===== src/hw/cpu_addr_map.vh =====
// Constants of the addressing-mode decoder: prefix bytes, opcode rows, mode codes.
// Included by every decoder file; holds definitions only.
`ifndef CPU_ADDR_MAP_VH
`define CPU_ADDR_MAP_VH

// Prefix bytes that may precede an opcode
`define PFX_Y           8'h90
`define PFX_IND_Y       8'h91
`define PFX_IND         8'h92

// Prefix kinds as kept by the decoder; bit 1 marks an indirect form
`define PK_NONE         2'h0
`define PK_Y            2'h1
`define PK_IND          2'h2
`define PK_IND_Y        2'h3

// Inherent control opcodes
`define OPC_MASK_RAISE  8'h9B
`define OPC_MASK_LOWER  8'h9A
`define OPC_WAIT        8'h8F
`define OPC_HALT        8'h8E

// Interrupt mask levels
`define MASK_LEVEL_MAX  2'h3
`define MASK_LEVEL_MIN  2'h0
`define MASK_LEVEL_RST  2'h3

// Opcode rows, selected by the upper nibble
`define ROW_BIT_REL     4'h0
`define ROW_BIT         4'h1
`define ROW_REL         4'h2
`define ROW_RMW_DIR     4'h3
`define ROW_RMW_IDX     4'h6
`define ROW_RMW_IDX0    4'h7
`define ROW_IMM         4'hA
`define ROW_DIR         4'hB
`define ROW_LDIR        4'hC
`define ROW_LIDX        4'hD
`define ROW_IDX         4'hE
`define ROW_IDX0        4'hF

// Addressing-mode classes
`define MODE_INH        5'h00
`define MODE_IMM        5'h01
`define MODE_SDIR       5'h02
`define MODE_LDIR       5'h03
`define MODE_IDX0       5'h04
`define MODE_SIDX       5'h05
`define MODE_LIDX       5'h06
`define MODE_SIND       5'h07
`define MODE_LIND       5'h08
`define MODE_SIND_IDX   5'h09
`define MODE_LIND_IDX   5'h0A
`define MODE_REL_DIR    5'h0B
`define MODE_REL_IND    5'h0C
`define MODE_BIT_DIR    5'h0D
`define MODE_BIT_IND    5'h0E
`define MODE_BIT_DREL   5'h0F
`define MODE_BIT_IREL   5'h10

`endif


===== src/hw/opcode_mode_class.v =====
// Opcode classifier: prefix kind and opcode to mode, stream bytes and pointer bytes.
// Purely combinational; the caller supplies a stable opcode and prefix kind.
`timescale 1ns/10ps
`include "cpu_addr_map.vh"

module opcode_mode_class (
  input  wire [1:0] pfx_kind_in,
  input  wire [7:0] opcode_in,
  output reg  [4:0] mode_out,
  output reg  [1:0] arg_bytes_out,
  output reg  [1:0] ptr_bytes_out,
  output reg        rmw_out,
  output reg        use_y_out,
  output reg        illegal_out
);
  reg       ind;
  reg [3:0] row;

  always @* begin
    row           = opcode_in[7:4];
    ind           = pfx_kind_in[1];
    mode_out      = `MODE_INH;
    arg_bytes_out = 2'h0;
    ptr_bytes_out = 2'h0;
    rmw_out       = 1'b0;
    illegal_out   = 1'b0;
    use_y_out     = pfx_kind_in == `PK_Y || pfx_kind_in == `PK_IND_Y;
    case (row)
      `ROW_BIT_REL: begin
        mode_out      = ind ? `MODE_BIT_IREL : `MODE_BIT_DREL;
        arg_bytes_out = 2'h2;
        ptr_bytes_out = {1'b0, ind};
        rmw_out       = 1'b1;
      end
      `ROW_BIT: begin
        mode_out      = ind ? `MODE_BIT_IND : `MODE_BIT_DIR;
        arg_bytes_out = 2'h1;
        ptr_bytes_out = {1'b0, ind};
        rmw_out       = 1'b1;
      end
      `ROW_REL: begin
        mode_out      = ind ? `MODE_REL_IND : `MODE_REL_DIR;
        arg_bytes_out = 2'h1;
        ptr_bytes_out = {1'b0, ind};
      end
      `ROW_RMW_DIR, `ROW_DIR: begin
        mode_out      = ind ? `MODE_SIND : `MODE_SDIR;
        arg_bytes_out = 2'h1;
        ptr_bytes_out = {1'b0, ind};
        rmw_out       = row == `ROW_RMW_DIR;
      end
      `ROW_RMW_IDX, `ROW_IDX: begin
        mode_out      = ind ? `MODE_SIND_IDX : `MODE_SIDX;
        arg_bytes_out = 2'h1;
        ptr_bytes_out = {1'b0, ind};
        rmw_out       = row == `ROW_RMW_IDX;
      end
      `ROW_RMW_IDX0, `ROW_IDX0: begin
        mode_out      = `MODE_IDX0;
        illegal_out   = ind;
        rmw_out       = row == `ROW_RMW_IDX0;
      end
      `ROW_LDIR: begin
        mode_out      = ind ? `MODE_LIND : `MODE_LDIR;
        arg_bytes_out = ind ? 2'h1 : 2'h2;
        ptr_bytes_out = ind ? 2'h2 : 2'h0;
      end
      `ROW_LIDX: begin
        mode_out      = ind ? `MODE_LIND_IDX : `MODE_LIDX;
        arg_bytes_out = ind ? 2'h1 : 2'h2;
        ptr_bytes_out = ind ? 2'h2 : 2'h0;
      end
      `ROW_IMM: begin
        mode_out      = `MODE_IMM;
        arg_bytes_out = 2'h1;
        illegal_out   = ind;
      end
      default: begin
        illegal_out   = ind;
      end
    endcase
    // The Y-indirect prefix only retargets indexed indirect forms
    if (pfx_kind_in == `PK_IND_Y && mode_out != `MODE_SIND_IDX && mode_out != `MODE_LIND_IDX) begin
      illegal_out = 1'b1;
    end
  end
endmodule


===== src/hw/ea_former.v =====
// Effective-address and branch-target former for the addressing-mode decoder.
// Combinational; operands are held stable by the caller while it samples the result.
`timescale 1ns/10ps
`include "cpu_addr_map.vh"

module ea_former (
  input  wire [4:0]  mode_in,
  input  wire [7:0]  index_in,
  input  wire [7:0]  arg0_in,
  input  wire [7:0]  arg1_in,
  input  wire [15:0] ptr_in,
  input  wire [15:0] pc_next_in,
  output reg  [15:0] ea_out,
  output reg  [15:0] target_out
);
  wire [15:0] idx16  = {8'h00, index_in};
  wire [15:0] word   = {arg0_in, arg1_in};
  wire [15:0] ptr_lo = {8'h00, ptr_in[7:0]};

  always @* begin
    ea_out     = 16'h0000;
    target_out = pc_next_in;
    case (mode_in)
      `MODE_SDIR, `MODE_BIT_DIR: ea_out = {8'h00, arg0_in};
      `MODE_LDIR:     ea_out = word;
      `MODE_IDX0:     ea_out = idx16;
      // Both terms are zero-extended, so the sum reaches 1FE and never wraps
      `MODE_SIDX:     ea_out = idx16 + {8'h00, arg0_in};
      `MODE_LIDX:     ea_out = idx16 + word;
      `MODE_SIND, `MODE_BIT_IND: ea_out = ptr_lo;
      `MODE_LIND:     ea_out = ptr_in;
      `MODE_SIND_IDX: ea_out = idx16 + ptr_lo;
      `MODE_LIND_IDX: ea_out = idx16 + ptr_in;
      `MODE_REL_DIR:  target_out = pc_next_in + {{8{arg0_in[7]}}, arg0_in};
      `MODE_REL_IND:  target_out = pc_next_in + {{8{ptr_in[7]}}, ptr_in[7:0]};
      `MODE_BIT_DREL: begin
        ea_out     = {8'h00, arg0_in};
        target_out = pc_next_in + {{8{arg1_in[7]}}, arg1_in};
      end
      `MODE_BIT_IREL: begin
        ea_out     = ptr_lo;
        target_out = pc_next_in + {{8{arg1_in[7]}}, arg1_in};
      end
      default: begin
        ea_out     = 16'h0000;
        target_out = pc_next_in;
      end
    endcase
  end
endmodule


===== src/hw/cpu_addressing_mode_decode.v =====
// Addressing-mode decoder: takes the fetched byte stream, gathers operand bytes,
// reads page-zero pointers and reports length, mode, effective address and target.
// Assumes the fetch unit offers one byte at a time with its address, and a memory
// port that answers each read with an acknowledge; interrupt request is a held level.
// Index registers are sampled only in the finish cycle, so the core holds them from the opcode on.
// A word pointer at 00FF takes its low byte from 0100; the address is not wrapped inside page zero.
//
// Behaviour
// - Long modes form any operand address in the 64 Kbyte space.
// - Short direct and short indirect modes reach page zero only, 0000h to 00FFh.
// - Read-modify-write instructions decode only with short addressing forms.
// - Inherent instructions are one byte, or two with prefix 90; no byte after the opcode is fetched.
// - Immediate instructions take one operand byte used as the value.
// - Short direct takes one address byte, reaching 00 to FF.
// - Long direct takes a two-byte address word, high byte first.
// - Indexed address is the unsigned sum of X or Y and offset.
// - Indexed without offset fetches nothing and uses the index alone.
// - Short indexed adds one offset byte without wrap, reaching 1FE.
// - Long indexed adds a two-byte offset word to the index.
// - Mask-raise instruction sets the interrupt mask to level 3.
// - Mask-lower instruction returns the interrupt mask to level 0.
// - Wait instruction enters a low-power wait ended by an interrupt.
// - Halt instruction stops the oscillator, lowest-power mode.
// - Relative modes add a signed 8-bit offset, direct or from memory.
// - Short indirect reads a one-byte pointer from page zero.
// - Long indirect reads a two-byte pointer word from page zero.
// - Prefix 90 selects Y, 92 indirect, 91 indirect with Y.
`timescale 1ns/10ps
`include "cpu_addr_map.vh"

module cpu_addressing_mode_decode (
  input  wire        clock_in,
  input  wire        rst_n_in,
  input  wire        byte_valid_in,
  input  wire [7:0]  byte_in,
  input  wire [15:0] byte_pc_in,
  output wire        byte_ready_out,
  input  wire [7:0]  x_in,
  input  wire [7:0]  y_in,
  output wire        mem_rd_out,
  output wire [15:0] mem_addr_out,
  input  wire        mem_ack_in,
  input  wire [7:0]  mem_rdata_in,
  input  wire        irq_in,
  output wire        done_out,
  output wire [7:0]  opcode_out,
  output wire [4:0]  mode_out,
  output wire [2:0]  instr_len_out,
  output wire [15:0] ea_out,
  output wire [7:0]  operand_out,
  output wire [15:0] rel_target_out,
  output wire        rmw_out,
  output wire        use_y_out,
  output wire        illegal_out,
  output wire [1:0]  mask_level_out,
  output wire        wait_state_out,
  output wire        osc_stop_out
);
  localparam [2:0] S_FIRST = 3'h0;
  localparam [2:0] S_OPC   = 3'h1;
  localparam [2:0] S_ARG   = 3'h2;
  localparam [2:0] S_MEM   = 3'h3;
  localparam [2:0] S_FIN   = 3'h4;
  localparam [2:0] S_LOW   = 3'h5;

  // Instruction being gathered
  reg [2:0]  state_ff;
  reg [1:0]  pfx_ff;
  reg        pfx_seen_ff;
  reg [7:0]  opc_ff;
  reg [15:0] pc_ff;
  reg [7:0]  arg0_ff;
  reg [7:0]  arg1_ff;
  reg [1:0]  arg_cnt_ff;
  reg [15:0] ptr_ff;
  reg [1:0]  ptr_cnt_ff;
  reg [15:0] mem_addr_ff;

  // Results other than done stand from one finish to the next, so the core may sample them late
  reg        done_ff;
  reg [7:0]  opcode_ff;
  reg [4:0]  mode_ff;
  reg [2:0]  len_ff;
  reg [15:0] ea_ff;
  reg [7:0]  operand_ff;
  reg [15:0] target_ff;
  reg        rmw_ff;
  reg        use_y_ff;
  reg        illegal_ff;

  // Mask and low-power state outlive single instructions
  reg [1:0]  mask_level_ff;
  reg        wait_ff;
  reg        halt_ff;

  wire        opc_phase = state_ff == S_FIRST || state_ff == S_OPC;
  wire [7:0]  cls_opc   = opc_phase ? byte_in : opc_ff;
  wire [1:0]  cls_pfx   = state_ff == S_FIRST ? `PK_NONE : pfx_ff;
  wire [4:0]  cls_mode;
  wire [1:0]  cls_args;
  wire [1:0]  cls_ptrs;
  wire        cls_rmw;
  wire        cls_use_y;
  wire        cls_illegal;
  wire [15:0] calc_ea;
  wire [15:0] calc_target;

  // A stalled core takes no bytes while waiting or halted
  assign byte_ready_out = opc_phase || state_ff == S_ARG;
  wire   take           = byte_valid_in && byte_ready_out;
  assign mem_rd_out     = state_ff == S_MEM;

  wire [1:0]  arg_cnt_nx = arg_cnt_ff + 2'h1;
  wire [1:0]  ptr_cnt_nx = ptr_cnt_ff + 2'h1;
  // Pointer address is always the first operand byte; it may be arriving now
  wire [7:0]  ptr_base   = arg_cnt_ff == 2'h0 ? byte_in : arg0_ff;
  wire [2:0]  calc_len   = {2'h0, pfx_seen_ff} + 3'h1 + {1'b0, cls_args};
  wire [15:0] pc_next    = pc_ff + {13'h0000, calc_len};
  wire [7:0]  index_sel  = cls_use_y ? y_in : x_in;
  // Control opcodes act only in their legal inherent form, unprefixed or with the Y prefix 90
  wire        ctl_ok     = cls_mode == `MODE_INH && !cls_illegal && !pfx_ff[1];
  wire        do_raise   = ctl_ok && opc_ff == `OPC_MASK_RAISE;
  wire        do_lower   = ctl_ok && opc_ff == `OPC_MASK_LOWER;
  wire        do_wait    = ctl_ok && opc_ff == `OPC_WAIT;
  wire        do_halt    = ctl_ok && opc_ff == `OPC_HALT;

  opcode_mode_class u_class (
    .pfx_kind_in   (cls_pfx),
    .opcode_in     (cls_opc),
    .mode_out      (cls_mode),
    .arg_bytes_out (cls_args),
    .ptr_bytes_out (cls_ptrs),
    .rmw_out       (cls_rmw),
    .use_y_out     (cls_use_y),
    .illegal_out   (cls_illegal)
  );

  ea_former u_ea (
    .mode_in    (cls_mode),
    .index_in   (index_sel),
    .arg0_in    (arg0_ff),
    .arg1_in    (arg1_ff),
    .ptr_in     (ptr_ff),
    .pc_next_in (pc_next),
    .ea_out     (calc_ea),
    .target_out (calc_target)
  );

  always @(posedge clock_in) begin
    if (!rst_n_in) begin
      state_ff      <= S_FIRST;
      pfx_ff        <= `PK_NONE;
      pfx_seen_ff   <= 1'b0;
      opc_ff        <= 8'h00;
      pc_ff         <= 16'h0000;
      arg0_ff       <= 8'h00;
      arg1_ff       <= 8'h00;
      arg_cnt_ff    <= 2'h0;
      ptr_ff        <= 16'h0000;
      ptr_cnt_ff    <= 2'h0;
      mem_addr_ff   <= 16'h0000;
      done_ff       <= 1'b0;
      opcode_ff     <= 8'h00;
      mode_ff       <= `MODE_INH;
      len_ff        <= 3'h0;
      ea_ff         <= 16'h0000;
      operand_ff    <= 8'h00;
      target_ff     <= 16'h0000;
      rmw_ff        <= 1'b0;
      use_y_ff      <= 1'b0;
      illegal_ff    <= 1'b0;
      mask_level_ff <= `MASK_LEVEL_RST;
      wait_ff       <= 1'b0;
      halt_ff       <= 1'b0;
    end else begin
      done_ff <= 1'b0;
      case (state_ff)
        S_FIRST: begin
          if (take) begin
            pc_ff       <= byte_pc_in;
            pfx_ff      <= `PK_NONE;
            pfx_seen_ff <= 1'b0;
            arg_cnt_ff  <= 2'h0;
            if (byte_in == `PFX_Y) begin
              pfx_ff      <= `PK_Y;
              pfx_seen_ff <= 1'b1;
              state_ff    <= S_OPC;
            end else if (byte_in == `PFX_IND) begin
              pfx_ff      <= `PK_IND;
              pfx_seen_ff <= 1'b1;
              state_ff    <= S_OPC;
            end else if (byte_in == `PFX_IND_Y) begin
              pfx_ff      <= `PK_IND_Y;
              pfx_seen_ff <= 1'b1;
              state_ff    <= S_OPC;
            end else begin
              opc_ff   <= byte_in;
              // Inherent and no-offset forms finish on the opcode alone
              state_ff <= cls_args == 2'h0 ? S_FIN : S_ARG;
            end
          end
        end

        // A repeated prefix byte is taken as the opcode itself
        S_OPC: begin
          if (take) begin
            opc_ff   <= byte_in;
            state_ff <= cls_args == 2'h0 ? S_FIN : S_ARG;
          end
        end

        S_ARG: begin
          if (take) begin
            arg_cnt_ff <= arg_cnt_nx;
            if (arg_cnt_ff == 2'h0) begin
              arg0_ff <= byte_in;
            end else begin
              arg1_ff <= byte_in;
            end
            if (arg_cnt_nx == cls_args) begin
              if (cls_ptrs != 2'h0) begin
                // Pointer reads always start in page zero
                mem_addr_ff <= {8'h00, ptr_base};
                ptr_ff      <= 16'h0000;
                ptr_cnt_ff  <= 2'h0;
                state_ff    <= S_MEM;
              end else begin
                state_ff <= S_FIN;
              end
            end
          end
        end

        // Reads run back to back; the address steps only after an acknowledge
        S_MEM: begin
          if (mem_ack_in) begin
            // High byte of a pointer word comes first
            ptr_ff      <= {ptr_ff[7:0], mem_rdata_in};
            ptr_cnt_ff  <= ptr_cnt_nx;
            mem_addr_ff <= mem_addr_ff + 16'h0001;
            if (ptr_cnt_nx == cls_ptrs) begin
              state_ff <= S_FIN;
            end
          end
        end

        S_FIN: begin
          done_ff    <= 1'b1;
          opcode_ff  <= opc_ff;
          mode_ff    <= cls_mode;
          len_ff     <= calc_len;
          ea_ff      <= calc_ea;
          operand_ff <= cls_mode == `MODE_IMM ? arg0_ff : 8'h00;
          target_ff  <= calc_target;
          rmw_ff     <= cls_rmw;
          use_y_ff   <= cls_use_y;
          illegal_ff <= cls_illegal;
          state_ff   <= S_FIRST;
          if (do_raise) begin
            mask_level_ff <= `MASK_LEVEL_MAX;
          end
          if (do_lower) begin
            mask_level_ff <= `MASK_LEVEL_MIN;
          end
          if (do_wait) begin
            wait_ff  <= 1'b1;
            state_ff <= S_LOW;
          end
          if (do_halt) begin
            halt_ff  <= 1'b1;
            state_ff <= S_LOW;
          end
        end

        S_LOW: begin
          // The request line is a held level, so waking a cycle late loses nothing
          if (irq_in) begin
            wait_ff  <= 1'b0;
            halt_ff  <= 1'b0;
            state_ff <= S_FIRST;
          end
        end

        // Unused state codes fall back to the opcode fetch
        default: begin
          state_ff <= S_FIRST;
        end
      endcase
    end
  end

  assign mem_addr_out   = mem_addr_ff;
  assign done_out       = done_ff;
  assign opcode_out     = opcode_ff;
  assign mode_out       = mode_ff;
  assign instr_len_out  = len_ff;
  assign ea_out         = ea_ff;
  assign operand_out    = operand_ff;
  assign rel_target_out = target_ff;
  assign rmw_out        = rmw_ff;
  assign use_y_out      = use_y_ff;
  assign illegal_out    = illegal_ff;
  assign mask_level_out = mask_level_ff;
  assign wait_state_out = wait_ff;
  assign osc_stop_out   = halt_ff;
endmodule


===== config.mk =====
export PLATFORM = sky130hd
export DESIGN_NAME = cpu_addressing_mode_decode
export DESIGN_NICKNAME = d
export VERILOG_FILES = /design/src/hw/opcode_mode_class.v /design/src/hw/ea_former.v /design/src/hw/cpu_addressing_mode_decode.v
export VERILOG_INCLUDE_DIRS = /design/src /design/src/hw
export SDC_FILE = /design/constraint.sdc
export NUM_CORES = 1
export LEC_CHECK = 0
export BUFFER_PORTS_ARGS = -buffer_cell sky130_fd_sc_hd__buf_4
export CORE_UTILIZATION = 44
export CTS_CLUSTER_DIAMETER = 100
export DETAILED_ROUTE_END_ITERATION = 8
export PLACE_DENSITY = 0.62
export SYNTH_ARGS = -nofsm -noshare
export SYNTH_HDL_FRONTEND = slang
export SYNTH_HIERARCHICAL = 1
export SYNTH_SLANG_ARGS = --single-unit

===== constraint.sdc =====
create_clock -name clock_in -period 9.7 [get_ports clock_in]
set_clock_uncertainty 0.05 [all_clocks]
set_input_delay 1.94 -clock clock_in [delete_from_list [all_inputs] [get_ports clock_in]]
set_output_delay 1.94 -clock clock_in [all_outputs]
set_load 0.01 [all_outputs]

==> results of run 1 <==
==> where the power goes <==
part	total, mW	internal, mW	switching (mW)
clock	0.659	0.382	0.277
combinational	0.939	0.351	0.588
sequential	0.736	0.658	0.0784
==> worst max-delay path, delay by kind of cell <==
family | cells | cell delay [ps]
multiplexers | 1 | 390
buffers and inverters | 3 | 300
AO/OA/AOI/OAI | 9 | 2400
AND/OR/NAND/NOR | 4 | 810
adder cells (fa/ha/maj) | 4 | 1020
XOR/XNOR | 2 | 290
==> how the worst max path moves through the flow <==
stage                                    end
after floorplan           rel_target_out[14]
after global placement    rel_target_out[14]
after detailed placement  rel_target_out[14]
after CTS                 rel_target_out[14]
after global routing      rel_target_out[15]
final                     rel_target_out[14]
==> final cells by class <==
cell class | instances | area (um^2) | area share
Multi-Input combinational cell | 948 | 6130 | 0.549
Clock inverter | 14 | 151 | 0.0136
Tap cell | 275 | 344 | 0.0308
Sequential cell | 145 | 2900 | 0.260
Inverter | 29 | 113 | 0.0101
Clock buffer | 18 | 429 | 0.0385
Timing Repair Buffer | 145 | 1090 | 0.0975
==> sequential cells by signal, indices dropped and copies added, names as in the netlist, 3 cells and up <==
signal,count
arg1_ff,8
state_ff,3
opc_ff,8
mode_out,5
operand_out,8
opcode_out,8
arg0_ff,8
ea_out,16
instr_len_out,3
ptr_ff,16
mem_addr_out,16
pc_ff,16
rel_target_out,16
==> placed cells by master (no fill, tap or decap), types with 17 or more instances in the layout <==
master	n
nand2_1	196
a21oi_1	147
dfxtp_1	145
buf_4	145
nor2_1	79
o21ai_0	49
nand3_1	46
ha_1	43
mux2_2	36
xnor2_1	33
mux2i_1	29
inv_1	26
a22oi_1	26
xor2_1	19
clkbuf_16	17
==> per-stage QoR <==
| stage | instances | hold slack (ps) |
|---|---|---|
| 6_report | 1574 | 403 |
| 3_5_place_dp | 1542 | 397 |
| 5_1_grt | 1574 | 426 |
| 2_1_floorplan | 1202 | 386 |
| 4_1_cts | 1574 | 407 |
| 3_3_place_gp | 1542 | 395 |
==> routing by layer <==
layer,share of wire,global-route usage,vias up,wire [um]
li1,-,-,4518,-
met1,0.44,0.364,4302,13000
met2,0.46,0.421,333,13700
met3,0.069,0.0509,47,2020
met4,0.024,0.0794,0,706
met5,0,0,-,0
==> results.toml, run 1 <==
[global_routing]
grt_pass1_wl_um = 45900
grt_pass1_vias = 8284
antenna_found_initial = 0
grt_max_degree = 86
overflow = 0
gr-usage-all-layers = 0.266

[worst_setup_path]
crit_chain = "buf_4 > mux2_2 > nand3b_1 > nor2_1 > a221o_1 > inv_1 > ha_1 > inv_1 > ha_1 > ha_1 > a21o_1 > a21oi_1 > nand3b_1 > xnor2_1 > ha_1 > a2111oi_0 > o21ai_0 > a41oi_1 > o21ai_0 > xnor2_1 > a21oi_1 > nand2_1 > a21oi_1"
timing.rr.start = "state_ff[1]"
startpoint = "byte_in[5]"
cpMostUsedCell = "ha_1"
reg2reg_setup_slack_ps = 2890
required_ps = 10000
r2r_end = "rel_target_out[14]"
rr_worst_depth = 23
cp-start-kind = "input pin"
arrival_ps = 7160
critical_path.slowest_cell = "a21oi_1"
max_stage_delay_ps = 460
worstPathMaxFanout = 15
crit_type = "in -> reg"
critPathCaptureType = "flip-flop"

[synthesis]
syn_nets = 1302
yosysWarnings = 6
syn_avg_cell_area_um2 = 7.87
syn_area_mm2 = 0.00945
synth_cells = 1202

[pwr]
power.total_mw = 2.33
leakagePower_nw = 4.45
power_density_mw_per_mm2 = 209
ir_worst_vdd_v = 0.000125

[die]
start_util = 0.450
die_area_mm2 = 0.0221
core_mm2 = 0.0210
io_pins = 135
die_h_um = 149
rows = 53
die_w_um = 149

[sta]
fmax_ghz = 0.146
setup_slack_ps = 2840
fin_setup_tns_ps = 0
slew_viol_final = 0
final-hold-violation-count = 0
worst_pin_slew_ps = 1210
period_minus_slack_ps = 6860
setup_viol = 0
rsz0062_at_grt = "no"
max-slew-margin-rel = 0.188
period_share = 0.708

[cts]
cts_tree = "yes"
cts_resized = 0
cts_htree_levels = 4
cts_buffers = 17
clkTransAtPathRegs_ps = 70
insertion_delay_ps = 420
cts_buffer_depth = 2
post_cts_buffers = 0
root_buffer = "clkbuf_16"
clock-sinks = 145
cts-hold-fix-buffers = 0

[min_path]
holdPathStages = 2
min_path_type = "reg -> reg"
min_to = "ea_out[1]"
min_from = "ea_out[1]"

[layout]
final_util = 0.531
area_growth_pct = 18.1
nFillCells = 2050
drive_above_1_share = 0.183
antenna_cells = 0
fin_area_mm2 = 0.0112
nets = 1386

[drt]
vias = 9200
remaining_drc_errors = 0
wl_per_cell_um = 18.7
drtPass1Iterations = 8
drt-initial-drc-count = 607
wirelength_um = 29400
antenna_left = 0
routed_via_density = 5.84

[status]
status = "finished clean"

[placed_design]
dpl.hpwl_um = 20700
io_buffer_count = 134
placed_area_mm2 = 0.0106
place_ws_ps = 2490
gp_congestion = 0.922

[flow_run]
maxCapViolCount = 0
Note: power is estimated with default switching activity, not from simulation.
==> run 2: changes to the inputs <==
--- a/config.mk
+++ b/config.mk
@@ -6,6 +6,7 @@
 export SDC_FILE = /design/constraint.sdc
 export NUM_CORES = 1
 export LEC_CHECK = 0
+export ABC_AREA = 1
 export BUFFER_PORTS_ARGS = -buffer_cell sky130_fd_sc_hd__buf_4
 export CORE_UTILIZATION = 44
 export CTS_CLUSTER_DIAMETER = 100
==> constraint.sdc (replaced) <==
create_clock -name clock_in -period 6.7 [get_ports clock_in]
set_clock_uncertainty 0.05 [all_clocks]
set_input_delay 1.34 -clock clock_in [delete_from_list [all_inputs] [get_ports clock_in]]
set_output_delay 1.34 -clock clock_in [all_outputs]
set_load 0.01 [all_outputs]
==> run 2 against run 1 <==
Against the previous run:
- total power rose by 79%
- cell area rose by 2.9%
- clock-buffer cell count did not move
- combinational power rose by 120%
- core utilization fell by 0.48 points
- synthesized area rose by 3.3%
- worst setup slack got worse by 2200 ps
- global-route usage barely moved
- register-to-register slack got worse by 2100 ps
- first-iteration DRC count rose by 20%
- clock power rose by 53%
- critical endpoint is now rel_target_out[15]
==> results.toml, run 2 <==
[cts]
post_cts_buffers = 0
cts-hold-fix-buffers = 0
clock-sinks = 145
insertion_delay_ps = 430
cts_buffer_depth = 2
root_buffer = "clkbuf_16"
cts_resized = 0
cts_tree = "yes"
clkTransAtPathRegs_ps = 60
cts_htree_levels = 4
cts_buffers = 17

[min_path]
min_from = "ptr_ff[8]"
min_path_type = "reg -> reg"

[worst_setup_path]
timing.rr.start = "state_ff[2]"
cp-endpoint = "rel_target_out[15]"
reg2reg_setup_slack_ps = 760
arrival_ps = 6320
rr_worst_depth = 35
startpoint = "byte_in[6]"
cp-start-kind = "input pin"
max_stage_delay_ps = 840
crit_type = "in -> reg"
r2r_end = "rel_target_out[15]"
required_ps = 6970
critical_path.slowest_cell = "o21ai_0"
critPathCaptureType = "flip-flop"
worstPathMaxFanout = 8

[sta]
setup_viol = 0
slew_viol_final = 0
setup_slack_ps = 650
hold_ws_ps = 417
fin_setup_tns_ps = 0
final-hold-violation-count = 0
rsz0062_at_grt = "no"
max-slew-margin-rel = 0.281
period_share = 0.903
worst_pin_slew_ps = 1070
fmax_ghz = 0.165
period_minus_slack_ps = 6050

[die]
die_w_um = 151
io_pins = 135
die_h_um = 151
start_util = 0.447
rows = 54
die_area_mm2 = 0.0228
core_mm2 = 0.0218

[synthesis]
syn_nets = 1634
syn_area_mm2 = 0.00977
syn_avg_cell_area_um2 = 6.37
synth_cells = 1534
yosysWarnings = 6

[global_routing]
overflow = 0
grt_pass1_vias = 9166
antenna_found_initial = 0
grt_max_degree = 90
grt_pass1_wl_um = 47200
gr-usage-all-layers = 0.266

[placed_design]
numPlacedInstances = 1895
gp_congestion = 0.925
place_ws_ps = 272
io_buffer_count = 134
dpl.hpwl_um = 22300

[pwr]
p_seq_frac = 0.272
leakagePower_nw = 5.11
switchingPower_mw = 1.90
power_density_mw_per_mm2 = 364
clkPwrFrac = 0.243
ir_worst_vdd_v = 0.000320
swShare = 0.455
intPower_mw = 2.28
share_comb_of_total_power = 0.486

[drt]
wirelength_um = 30000
vias = 10190
routed_via_density = 5.29
antenna_left = 0
remaining_drc_errors = 0
drtPass1Iterations = 6
drt-initial-drc-count = 730
wl_per_cell_um = 15.6

[layout]
antenna_cells = 0
nets = 1734
final_common_cell = "nand2_1"
nFillCells = 2289
instances_no_fill = 1926
layout_common_cells = "nand2_1, nor2_1, inv_1"
drive_above_1_share = 0.142
area_growth_pct = 17.6

[flow_run]
maxCapViolCount = 0

[status]
status = "finished clean"
[run 2: how the worst min path moves through the flow]
stage               slack (ps)  cells past startpoint        endpoint
finish                     420                      2       ptr_ff[8]
global route               440                      2  operand_out[1]
CTS                        420                      2       ptr_ff[8]
detailed placement         410                      2       ptr_ff[8]
global placement           410                      2       pfx_ff[0]
floorplan                  380                      2     pfx_seen_ff
[run 2: power by group through the flow]
stage | Clock (mW) | Sequential, mW | Combinational (mW)
6_report | 1.01 | 1.14 | 2.03
3_5_place_dp | 0 | 1.15 | 2.02
5_1_grt | 1.07 | 1.16 | 2.29
2_1_floorplan | 0 | 1.17 | 1.40
3_3_place_gp | 0 | 1.15 | 2.00
4_1_cts | 1.03 | 1.14 | 2.02
[run 2: stage by stage]
step            util  power, mW  instance area, um^2
6_report       0.526       4.18                11500
5_1_grt        0.526       4.52                11500
4_1_cts        0.526       4.19                11500
3_5_place_dp   0.498       3.17                10900
3_3_place_gp   0.498       3.15                10900
2_1_floorplan      -       2.57                 9770
[run 2: metal layers]
metal  vias up  global-route usage  share of wire
met1      4644               0.361           0.47
met3        36              0.0395          0.046
met4         0              0.0815          0.023
met2       298               0.432           0.46
li1       5212                   -              -
met5         -                   0              0
[run 2: final cells by class]
type	instances	area (um^2)	share of cell area
clock inverters	13	175	0.0153
flip-flops and latches	145	2900	0.253
repair buffers	140	1050	0.0915
multi-input cells	1146	5870	0.511
well taps	280	350	0.0305
clock buffers	18	439	0.0382
inverters	184	693	0.0604
[run 2: critical path, delay by kind of cell]
kind / cells / cell delay (ps)
AND/OR/NAND/NOR: 18 / 2040
adder cells (fa/ha/maj): 4 / 1210
AO/OA/AOI/OAI: 2 / 990
buffers and inverters: 8 / 630
XOR/XNOR: 1 / 110
